<file path="src/ecbc_pkg.sv">
// Notes on behaviour
// - writing one to bit 31 of the command register starts the selected operation.
// - busy stays set while running, self-clears; after a read the data is valid.
// - a write with no EEPROM stays busy until timeout, then busy clears.
// - busy reads one right after power-up or any reset.
// - after reset the station address load runs; busy clears when it ends.
package ecbc_pkg;
    localparam logic [7:0]  CMD_OFS      = 8'hB0;
    localparam logic [7:0]  DATA_OFS     = 8'hB4;
    localparam logic [7:0]  STAT_OFS     = 8'hB8;
    localparam logic [7:0]  MASK_OFS     = 8'hBC;
    localparam int          BUSY_BIT     = 31;
    localparam int          CODE_LSB     = 28;
    localparam int          CODE_W       = 3;
    localparam int          TOUT_BIT     = 9;
    localparam int          ADDR_LSB     = 0;
    localparam logic [2:0]  CODE_READ    = 3'h0;
    localparam logic [2:0]  CODE_RESET   = 3'h0;
    localparam logic [31:0] WORD_RESET   = 32'h0000_0000;
    localparam int          EV_DONE      = 0;
    localparam int          EV_TOUT      = 1;
    localparam int          EV_W         = 2;
    localparam int          CLK_MHZ      = 125;
    localparam int          TIMEOUT_US   = 30;
    localparam int          TIMEOUT_CYC  = TIMEOUT_US * CLK_MHZ;
    localparam int          TIMER_W      = 12;

    typedef struct packed {
        logic                is_load;
        logic [CODE_W-1:0]   code;
        logic [7:0]          addr;
        logic [7:0]          wdata;
    } ecbc_op_t;

    typedef enum logic [1:0] {S_LOAD, S_BUSY, S_IDLE} ecbc_state_t;
endpackage : ecbc_pkg

</file>
<file path="src/ecbc_timer.sv">
`timescale 1ns/1ns
module ecbc_timer
    import ecbc_pkg::*;
#(
    parameter int CYC = TIMEOUT_CYC
) (
    // clock and reset
    input  wire logic clock,
    input  wire logic sys_rst,
    // control
    input  wire logic run,
    output logic      expire
);
    logic [TIMER_W-1:0] cnt_reg;
    logic [TIMER_W-1:0] cnt_next;

    always_comb begin
        cnt_next = '0;
        if (run && cnt_reg != TIMER_W'(CYC - 1)) begin
            cnt_next = cnt_reg + TIMER_W'(1);
        end
    end

    // one-cycle pulse in the last cycle of the window
    assign expire = run && (cnt_reg == TIMER_W'(CYC - 1));

    always_ff @(posedge clock) begin
        if (sys_rst) begin
            cnt_reg <= '0;
        end else begin
            cnt_reg <= cnt_next;
        end
    end
endmodule : ecbc_timer

</file>
<file path="src/ecbc_ctrl.sv">
`timescale 1ns/1ns
module ecbc_ctrl
    import ecbc_pkg::*;
#(
    parameter int TOUT_CYC = TIMEOUT_CYC
) (
    // clock and reset
    input  wire logic        clock,
    input  wire logic        sys_rst,
    // register port
    input  wire logic [7:0]  reg_addr,
    input  wire logic [31:0] reg_wdata,
    input  wire logic        reg_wr,
    input  wire logic        reg_rd,
    output logic      [31:0] reg_rdata,
    // operation port to the serial engine
    output logic             op_start,
    output ecbc_op_t         op_req,
    input  wire logic        op_done,
    input  wire logic [7:0]  op_rdata,
    // interrupt
    output logic             irq
);
    ecbc_state_t       state_reg,  state_next;
    ecbc_op_t          req_reg,    req_next;
    logic              start_reg,  start_next;
    logic              tout_reg,   tout_next;
    logic [7:0]        data_reg,   data_next;
    logic [31:0]       rdata_reg,  rdata_next;
    logic [EV_W-1:0]   stat_reg,   stat_next;
    logic [EV_W-1:0]   mask_reg,   mask_next;
    logic              irq_reg,    irq_next;
    logic [EV_W-1:0]   ev;
    logic [EV_W-1:0]   w1c;
    logic              busy;
    logic              expire;
    logic              cmd_go;

    assign busy   = (state_reg != S_IDLE);
    assign cmd_go = reg_wr && reg_addr == CMD_OFS && reg_wdata[BUSY_BIT];

    // an engine that never answers (no part fitted) is cut off here
    ecbc_timer #(
        .CYC    (TOUT_CYC)
    ) u_timer (
        .clock  (clock),
        .sys_rst(sys_rst),
        .run    (state_reg == S_BUSY),
        .expire (expire)
    );

    always_comb begin
        state_next = state_reg;
        req_next   = req_reg;
        start_next = 1'b0;
        tout_next  = tout_reg;
        data_next  = data_reg;
        ev         = '0;
        unique case (state_reg)
            S_LOAD: begin
                req_next   = '{is_load: 1'b1, code: CODE_READ, addr: 8'h00, wdata: 8'h00};
                start_next = 1'b1;
                state_next = S_BUSY;
            end
            S_BUSY: begin
                if (op_done) begin
                    state_next    = S_IDLE;
                    ev[EV_DONE]   = 1'b1;
                    if (!req_reg.is_load && req_reg.code == CODE_READ) begin
                        data_next = op_rdata;
                    end
                end else if (expire) begin
                    state_next    = S_IDLE;
                    tout_next     = 1'b1;
                    ev[EV_TOUT]   = 1'b1;
                end
            end
            S_IDLE: begin
                if (cmd_go) begin
                    req_next.is_load = 1'b0;
                    req_next.code    = reg_wdata[CODE_LSB +: CODE_W];
                    req_next.addr    = reg_wdata[ADDR_LSB +: 8];
                    req_next.wdata   = data_reg;
                    tout_next        = 1'b0;
                    start_next       = 1'b1;
                    state_next       = S_BUSY;
                end
                if (reg_wr && reg_addr == DATA_OFS) begin
                    data_next = reg_wdata[7:0];
                end
            end
        endcase
        // command and data writes while busy are dropped, the host is expected not to make them; status and mask writes are always taken
        w1c       = (reg_wr && reg_addr == STAT_OFS) ? reg_wdata[EV_W-1:0] : '0;
        stat_next = (stat_reg & ~w1c) | ev;
        mask_next = (reg_wr && reg_addr == MASK_OFS) ? reg_wdata[EV_W-1:0] : mask_reg;
        irq_next  = |(stat_next & mask_next);
        rdata_next = WORD_RESET;
        if (reg_rd) begin
            unique case (reg_addr)
                CMD_OFS: begin
                    rdata_next[BUSY_BIT]                 = busy;
                    rdata_next[CODE_LSB +: CODE_W]       = req_reg.code;
                    rdata_next[TOUT_BIT]                 = tout_reg;
                    rdata_next[ADDR_LSB +: 8]            = req_reg.addr;
                end
                DATA_OFS: rdata_next[7:0]      = data_reg;
                STAT_OFS: rdata_next[EV_W-1:0] = stat_reg;
                MASK_OFS: rdata_next[EV_W-1:0] = mask_reg;
                default:  rdata_next           = WORD_RESET;
            endcase
        end
    end

    always_ff @(posedge clock) begin
        if (sys_rst) begin
            state_reg <= S_LOAD;
            req_reg   <= '0;
            start_reg <= 1'b0;
            tout_reg  <= 1'b0;
            data_reg  <= 8'h00;
            rdata_reg <= WORD_RESET;
            stat_reg  <= '0;
            mask_reg  <= '0;
            irq_reg   <= 1'b0;
        end else begin
            state_reg <= state_next;
            req_reg   <= req_next;
            start_reg <= start_next;
            tout_reg  <= tout_next;
            data_reg  <= data_next;
            rdata_reg <= rdata_next;
            stat_reg  <= stat_next;
            mask_reg  <= mask_next;
            irq_reg   <= irq_next;
        end
    end

    assign reg_rdata = rdata_reg;
    assign op_start  = start_reg;
    assign op_req    = req_reg;
    assign irq       = irq_reg;
endmodule : ecbc_ctrl

</file>
<file path="config.mk">
export PLATFORM = sky130hd
export DESIGN_NAME = ecbc_ctrl
export DESIGN_NICKNAME = d
export VERILOG_FILES = /design/src/ecbc_pkg.sv /design/src/ecbc_timer.sv /design/src/ecbc_ctrl.sv
export SDC_FILE = /design/constraint.sdc
export NUM_CORES = 1
export LEC_CHECK = 0
export ABC_AREA = 1
export BUFFER_PORTS_ARGS = -buffer_cell sky130_fd_sc_hd__buf_4
export CAP_MARGIN = 20
export CORE_MARGIN = 3
export CORE_UTILIZATION = 46
export CTS_BUF_LIST = sky130_fd_sc_hd__clkbuf_8
export DETAILED_ROUTE_END_ITERATION = 8
export GPL_ROUTABILITY_DRIVEN = 0
export PLACE_DENSITY = 0.78
export SYNTH_ARGS = -nofsm -noshare
export SYNTH_HDL_FRONTEND = slang
export SYNTH_SLANG_ARGS = --single-unit
</file>
<file path="constraint.sdc">
create_clock -name clock -period 1.3 [get_ports clock]
set_clock_uncertainty 0.05 [all_clocks]
set_input_delay 0.195 -clock clock [delete_from_list [all_inputs] [get_ports clock]]
set_output_delay 0.195 -clock clock [all_outputs]
set_load 0.02 [all_outputs]
</file>
==> Word-level counts from Yosys, hierarchy flattened <==
Index checks and enable logic that the tools add are counted.
{ "totals": {"wordCells": 84, "in_bits": 53, "out_inout_bits": 54, "register_bits": 81} }
{ "classes": {"n_eq_ne": 16, "addsub": 1, "reduce_logical": 21, "n_mux": 24, "bitwise": 7} }
{ "op_table": {"columns": ["operator", "count"], "rows": [
  ["$pmux W20 S2", 1],
  ["$eq A8 B8 Y1 const B", 4],
  ["$mux W8", 3],
  ["$mux W20", 1],
  ["$pmux W8 S2", 1],
  ["$ne A2 B2 Y1 const B", 7],
  ["$add A12 B1 Y12 const B", 1],
  ["$eq A12 B12 Y1 const B", 1],
  ["$mux W2", 6],
  ["$ne A12 B12 Y1 const B", 1],
  ["$pmux W6 S2", 1],
  ["$logic_and A1 B1 Y1", 8],
  ["$pmux W2 S4", 1],
  ["$reduce_and A4 Y1", 2],
  ["$mux W1", 7],
  ["$pmux W2 S3", 1],
  ["$reduce_or A2 Y1", 3],
  ["$and A2 B2 Y2", 2],
  ["$pmux W1 S2", 2],
  ["$reduce_and A2 Y1", 2],
  ["$reduce_bool A2 Y1", 2],
  ["$logic_not A3 Y1", 1],
  ["$ne A3 B3 Y1 const B", 1],
  ["$not A1 Y1", 3],
  ["7 further kinds", 7]
]} }

==> Logic depth before layout (Yosys ltp) <==
Gate-level depths: netlist (run 1).
{ "logic_depth": {"ltp_word": 8, "depth_mapped": 10, "mapped_depth_nobuf": 9} }

==> Modules after synthesis <==
From an unflattened synthesis (run 1), not the netlist that was laid out.
{ "hier_totals": {"cells_unflattened": 391, "hier_area_um2": 2856.5} }
{ "by_module_without_submodules": {"columns": ["mod", "instances", "area_each_um2", "cells_per_inst"], "rows": [
  ["ecbc_ctrl", 1, 2243.4, 307],
  ["ecbc_timer", 1, 613.1, 84]
]} }

==> Worst setup path after synthesis (run 1) <==
Ideal clock, no wire load.
{ "synth_timing": {"path_kind": "flip-flop to flip-flop", "startpoint": "register u_timer.cnt_reg[0]", "endpoint": "register u_timer.cnt_reg[10]", "setup_ns": 0.070, "slack_ns": -0.042, "path_stages_with_launch": 7, "path_buffers": 0, "period_less_slack_ns": 1.342, "arrival_ns": 1.222, "cell_sequence": "dfxtp_1 -> ha_1 -> nand3_1 -> nor2_1 -> nand3_1 -> or2_0 -> a21oi_1"} }
{ "synth_between": {"elab_chain_cells": 4} }
{ "synth_rtl": {"columns": ["element", "line", "source"], "rows": [
  ["start, declared", "ecbc_timer.sv:14", "logic [TIMER_W-1:0] cnt_reg;"],
  ["start signal, assigned", "ecbc_timer.sv:31", "cnt_reg <= cnt_next;"],
  ["parallel branches: the longest is 4 deep, another holds $add A12 B1 Y12", null, null]
]} }
Several ways; the timed one is not identified.
A chain may end at the register's enable or synchronous reset.

==> Worst setup path in the final report (run 1) <==
{ "layout_timing": {"startpoint": "register state_reg[1]", "endpoint": "register req_reg, in the netlist op_req[5]"} }
{ "layout_between": {"elab_chain_cells": 3} }
{ "layout_rtl": {"columns": ["element", "line", "source"], "rows": [
  ["start, declared", "ecbc_ctrl.sv:24", "ecbc_state_t state_reg, state_next;"],
  ["start signal, assigned", "ecbc_ctrl.sv:127", "state_reg <= state_next;"],
  ["$eq A2 B2 Y1 or $logic_not A2 Y1 (tied branches)", "ecbc_ctrl.sv:59", "unique case (state_reg)"],
  ["$ne A2 B2 Y1 (no line) or $reduce_bool A2 Y1 (tied branches)", null, null],
  ["$reduce_and A2 Y1 (no line)", null, null],
  ["end signal, assigned", "ecbc_ctrl.sv:128", "req_reg <= req_next;"],
  ["end, declared", "ecbc_ctrl.sv:25", "ecbc_op_t req_reg, req_next;"]
]} }
Several ways; a longest one is shown, not always the timed one.

==> results of run 1 <==
-- placed cells by master, fill, tap and decap left out, types with 6 or more instances in the layout --
cell type  instances
a21oi_1           28
nand2_2            8
nand3_2           10
dfxtp_2            6
inv_1             45
nor2_1            36
o22ai_1            6
buf_4            102
nand3_1           45
conb_1            19
dfxtp_1           53
nand4_1            7
o21ai_0           12
clkbuf_8           9
nand2_1           63
-- path summary, 6_finish.rpt --
kind	from	endpoint	slack [ns]	depth (start not counted)
max reg2reg	state_reg[1]	op_req[5]	-0.10	7
min reg2reg	tout_reg	reg_rdata[9]	0.42	2
max	state_reg[1]	op_req[5]	-0.10	7
min	reg_wdata[5]	op_req[13]	0.07	3
-- repair_timing --
| item | CTS | global route |
|---|---|---|
| hold endpoints to repair | 0 | 0 |
| gates resized for setup | 34 | 30 |
| pin swaps | 9 | 8 |
| setup buffers | 2 | 1 |
| setup endpoints to repair | 45 | 46 |
| gates cloned | 1 | 1 |
-- power breakdown --
group	internal (mW)	switching (mW)	total, mW
sequential	1.95	0.0505	2.01
clock	1.26	0.798	2.06
combinational	0.309	0.449	0.758
-- logic make-up (layout without fill, tap and decap cells) --
kind of cell	count (synthesis)	after routing	synth area share, %
other	1	19	0.130
and+or+nand+nor	196	197	31.3
adders and majority gates	2	2	0.866
xor gates and xnor gates	2	2	0.607
AOI/OAI and AO/OA	50	50	9.06
DFF	62	62	43.0
buffers and inverters	86	175	15.1
-- per-stage QoR --
stage	setup WS [ns]	setup TNS [ns]	utilization, %	hold slack [ns]
5_1_grt	-0.143	-3.74	68.7	0.0850
3_3_place_gp	-0.137	-2.32	60.2	0.368
3_5_place_dp	-0.143	-3.55	60.2	0.384
4_1_cts	-0.0109	-0.0189	66.6	0.0643
2_1_floorplan	0.0171	0	-	0.293
6_report	-0.101	-1.63	68.7	0.0747
-- cell type report --
cell class                 instances  area share [%]
timing repair buffer             109            20.8
sequential                        62            30.6
clock buffer                       9            3.01
multi-input combinational        270            35.9
clock inverter                     7            2.73
tap                               75            2.28
inverter                          50            4.62
-- critical path: stages (launching register included) --
cell and delay, ns:
dfxtp_2 0.36, inv_4 0.06, nor2_4 0.12, buf_6 0.12, nand4_1 0.17, buf_4 0.24
nand3_1 0.08, a21oi_1 0.07
-- per-layer routing --
metal / global-route usage [%] / vias up / wire length, um
met4: 8.20 / 0 / 206
met3: 6.89 / 20 / 637
met1: 26.4 / 1340 / 3160
met5: 0 / - / 0
li1: - / 1451 / -
met2: 36.4 / 115 / 4070
==> impl_metrics.env, run 1 <==
export IMPL_status="finished, violations left"
export IMPL_violations="setup timing"
export IMPL_layout_nets=557
export IMPL_end_kind="flip-flop"
export IMPL_rsz0062_at_grt="yes"
export IMPL_synth_ff_latch_count=62
export IMPL_layout_drive_gt1_share_pct=35.7
export IMPL_synth_area_leaders="dfxtp_1, nand3_1, nand2_1, inv_1, buf_4"
export IMPL_p_total_mw=4.82
export IMPL_drt_pass1_iter_count=4
export IMPL_drtAntennaViolNets=0
export IMPL_design_area_um2=4120
export IMPL_drtIter0Drc=222
export IMPL_cts_tree="done"
export IMPL_maxClockFrequency_ghz=0.714
export IMPL_power_density_nw_per_um2=1170
export IMPL_hold_viol=0
export IMPL_syn_inst=399
export IMPL_place_inst=561
export IMPL_drc_errors=0
export IMPL_final_cell_count_no_fill=582
export IMPL_rows=28
export IMPL_path_class="flip-flop to flip-flop"
export IMPL_routed_wirelength_mm=8.07
export IMPL_synth_edff_count=0
export IMPL_clk_root_buffer_cell="clkbuf_8"
export IMPL_clock_sinks=62
export IMPL_critical_path_arrival_ns=1.58
export IMPL_yosysTopAreaCellShare_pct=43.0
export IMPL_cts_max_level=3
export IMPL_cts_buffers=9
export IMPL_syn2layout_area_growth_pct=42.6
export IMPL_dieArea_um2=7260
export IMPL_fin_ws_ns=-0.101
export IMPL_seq_area_frac_synth_pct=43.0
export IMPL_crit_fanout=11
export IMPL_ir_worst_vdd_mv=0.735
export IMPL_synthTopCellsByCount="nand2_1, dfxtp_1, nand3_1, inv_1, nor2_1"
export IMPL_die_h_um=85.2
export IMPL_start_util_pct=48.2
export IMPL_multi_input_area_um2=1480
export IMPL_hold_class="input port to flip-flop"
export IMPL_avgRoutedWirePerCell_um=13.9
export IMPL_vias=2926
export IMPL_largest_reg_flops=20
export IMPL_async_flop_share_pct=0
export IMPL_grt_pass1_wl_mm=12.5
export IMPL_synth_warnings=0
export IMPL_ys_flop_type="dfxtp_1"
export IMPL_grt_pass1_vias=2770
export IMPL_drv_cap=0
export IMPL_finalCriticalPeriod_ns=1.40
export IMPL_cts_hold_buffers_added=0
export IMPL_n_antenna_cell=0
export IMPL_synth_top_cell_by_area="dfxtp_1"
export IMPL_grt_max_degree=25
export IMPL_setup_viol=32
export IMPL_portBuffers=67
export IMPL_seqCellArea_um2=1260
export IMPL_start_kind="flip-flop"
export IMPL_grt_use_total_pct=21.8
export IMPL_netlist_area_um2=2890
export IMPL_die_x_um=85.2
export IMPL_clk_pin_slew_ns=0.07
export IMPL_post_dp_cell_area_um2=3600
export IMPL_antenna_found_initial=0
export IMPL_synthDistinctLibCells=35
export IMPL_p_leak_nw=1.84
export IMPL_insertion_delay_ns=0.35
export IMPL_synth_area_per_cell_um2=7.24
export IMPL_synth_most_common_cell="nand2_1"
export IMPL_nFillCells=473
export IMPL_dp_hpwl_mm=5.43
export IMPL_slew_viol_final=0
export IMPL_clk_path_buf_depth=2
export IMPL_fin_crit_sh_pct=108
export IMPL_viasPerCell=5.03
export IMPL_core_um2=5990
export IMPL_top_level_ports=107
export IMPL_required_ns=1.48
export IMPL_overflow=0
Power figures use the tool's default switching activity.
==> inputs of run 2 (changes only) <==
==> constraint.sdc (replaced) <==
create_clock -name clock -period 1.3 [get_ports clock]
set_clock_uncertainty 0.05 [all_clocks]
set_input_delay 0.13 -clock clock [delete_from_list [all_inputs] [get_ports clock]]
set_output_delay 0.13 -clock clock [all_outputs]
set_load 0.02 [all_outputs]
==> impl_metrics.env, run 2 (synthesis gave the netlist of run 1 again) <==
export IMPL_p_total_mw=4.81
export IMPL_seqCellArea_um2=1270
export IMPL_fin_ws_ns=-0.172
export IMPL_top_level_ports=107
export IMPL_clock_sinks=62
export IMPL_layout_drive_gt1_share_pct=44.3
export IMPL_antenna_found_initial=0
export IMPL_cts_buffers=9
export IMPL_clk_path_buf_depth=2
export IMPL_clk_pin_slew_ns=0.08
export IMPL_power_density_nw_per_um2=1090
export IMPL_reg2reg_to="data_reg[2]"
export IMPL_cts_max_level=3
export IMPL_tns_ns=-0.892
export IMPL_hold_viol=0
export IMPL_cp_slowest_cell="dfxtp_2"
export IMPL_layout_nets=565
export IMPL_viasPerCell=5.45
export IMPL_r2r_start="state_reg[1]"
export IMPL_grt_pass1_wl_mm=13.4
export IMPL_worst_path_buf_inv=2
export IMPL_grt_use_total_pct=23.4
export IMPL_setup_viol=27
export IMPL_dp_hpwl_mm=5.42
export IMPL_start_kind="flip-flop"
export IMPL_cts_hold_buffers_added=0
export IMPL_min_to="reg_rdata[1]"
export IMPL_drv_cap=0
export IMPL_grt_pass1_vias=2939
export IMPL_drc_errors=0
export IMPL_clk_root_buffer_cell="clkbuf_8"
export IMPL_critical_path_arrival_ns=1.68
export IMPL_ir_worst_vdd_mv=0.772
export IMPL_min_from="reg_rd"
export IMPL_overflow=0
export IMPL_hold_class="input port to flip-flop"
export IMPL_routed_wirelength_mm=9.59
export IMPL_finalCriticalPeriod_ns=1.47
export IMPL_final_common_cell="buf_4"
export IMPL_cts_tree="done"
export IMPL_n_antenna_cell=0
export IMPL_syn2layout_area_growth_pct=53.0
export IMPL_multi_input_area_um2=1690
export IMPL_crit_path_max_incr_delay_ns=0.34
export IMPL_status="finished, violations left"
export IMPL_rows=28
export IMPL_vias=3218
export IMPL_critical_path_top_delay_family="simple AND/OR/NAND/NOR gates"
export IMPL_crit_fanout=8
export IMPL_nFillCells=392
export IMPL_most_common_layout_cells="buf_4, nand2_1, dfxtp_1, inv_1, nor2_1"
export IMPL_die_x_um=85.2
export IMPL_largest_reg_flops=20
export IMPL_portBuffers=67
export IMPL_final_util_pct=73.8
export IMPL_maxClockFrequency_ghz=0.679
export IMPL_slew_viol_final=0
export IMPL_avgRoutedWirePerCell_um=16.3
export IMPL_crit_chain="inv_4 -> nor2_4 -> buf_4 -> nor3_2 -> nand2_2 -> nand2_2 -> nor2_1 -> nor2_1"
export IMPL_grt_max_degree=25
export IMPL_p_leak_nw=1.92
export IMPL_insertion_delay_ns=0.35
export IMPL_required_ns=1.51
export IMPL_start_util_pct=48.2
export IMPL_drt_pass1_iter_count=5
export IMPL_rsz0062_at_grt="yes"
export IMPL_path_class="flip-flop to flip-flop"
export IMPL_drtIter0Drc=333
export IMPL_core_um2=5990
export IMPL_end_kind="flip-flop"
export IMPL_drtAntennaViolNets=0
export IMPL_r2r_cells=8
export IMPL_die_h_um=85.2
export IMPL_dieArea_um2=7260
export IMPL_min_path_cells=3
export IMPL_violations="setup timing"
export IMPL_r2r_setup_slack_ns=-0.17
export IMPL_fin_crit_sh_pct=113
run 2: changes by cell type in the layout (fill, tap and decap cells not counted), sizes merged:
| cell | before | now |
|---|---|---|
| clkinvlp | 1 | 2 |
| clkbuf | 9 | 10 |
| clkinv | 4 | 3 |
| buf | 109 | 117 |
| bufinv | 3 | 2 |
run 2: area by class of cell:
type,count,share of cell area [%]
multi-input combinational,270,38.2
sequential,62,28.8
timing repair buffer,117,21.5
inverter,50,4.36
clock buffer,10,3.11
tap,75,2.12
clock inverter,6,1.93
run 2: how the worst max path moves through the flow:
stage                  startpoint             endpoint  depth (start not counted)
3_3_place_gp         state_reg[0]          data_reg[5]                          7
2_1_floorplan        state_reg[1]          data_reg[4]                          9
5_1_grt                op_req[16]          data_reg[2]                          7
3_5_place_dp         state_reg[0]          data_reg[4]                          7
6_report             state_reg[1]          data_reg[2]                          8
4_1_cts        u_timer.cnt_reg[0]  u_timer.cnt_reg[10]                          6
run 2: layer usage:
layer	vias to the layer above	GRT usage (%)	routed length [um]
met5	-	0	0
met4	0	9.50	416
met3	49	6.21	762
met2	186	41.0	4940
met1	1506	26.8	3470
li1	1477	-	-
run 2: worst min-delay path, cell delays in order:
cell     delay (ns)
buf_4          0.13
nand2_1        0.08
nor2_1         0.05
run 2: stage by stage:
step	setup WS (ns)	cell area, um2	std cells	hold slack, ns
final	-0.172	4420	590	0.0331
after global routing	-0.223	4420	590	0.0213
after CTS	-0.0417	4010	585	0.0144
after detailed placement	-0.103	3600	560	0.376
after global placement	-0.106	3600	560	0.368
after floorplan	0.0171	2970	417	0.228
run 2: report_power, final:
part	internal, mW	total [mW]	switching (mW)
Clock	1.12	1.92	0.793
Sequential	1.94	2.00	0.0565
Combinational	0.351	0.894	0.543
Total	3.42	4.81	1.39
run 2: timing repair:
| item | 4_1_cts | 5_1_grt |
|---|---|---|
| cloned | 4 | 0 |
| pin swaps | 8 | 20 |
| gates resized for setup | 35 | 98 |
| setup endpoints to repair | 43 | 46 |
| hold endpoints to repair | 0 | 0 |
| buffers inserted | 5 | 5 |
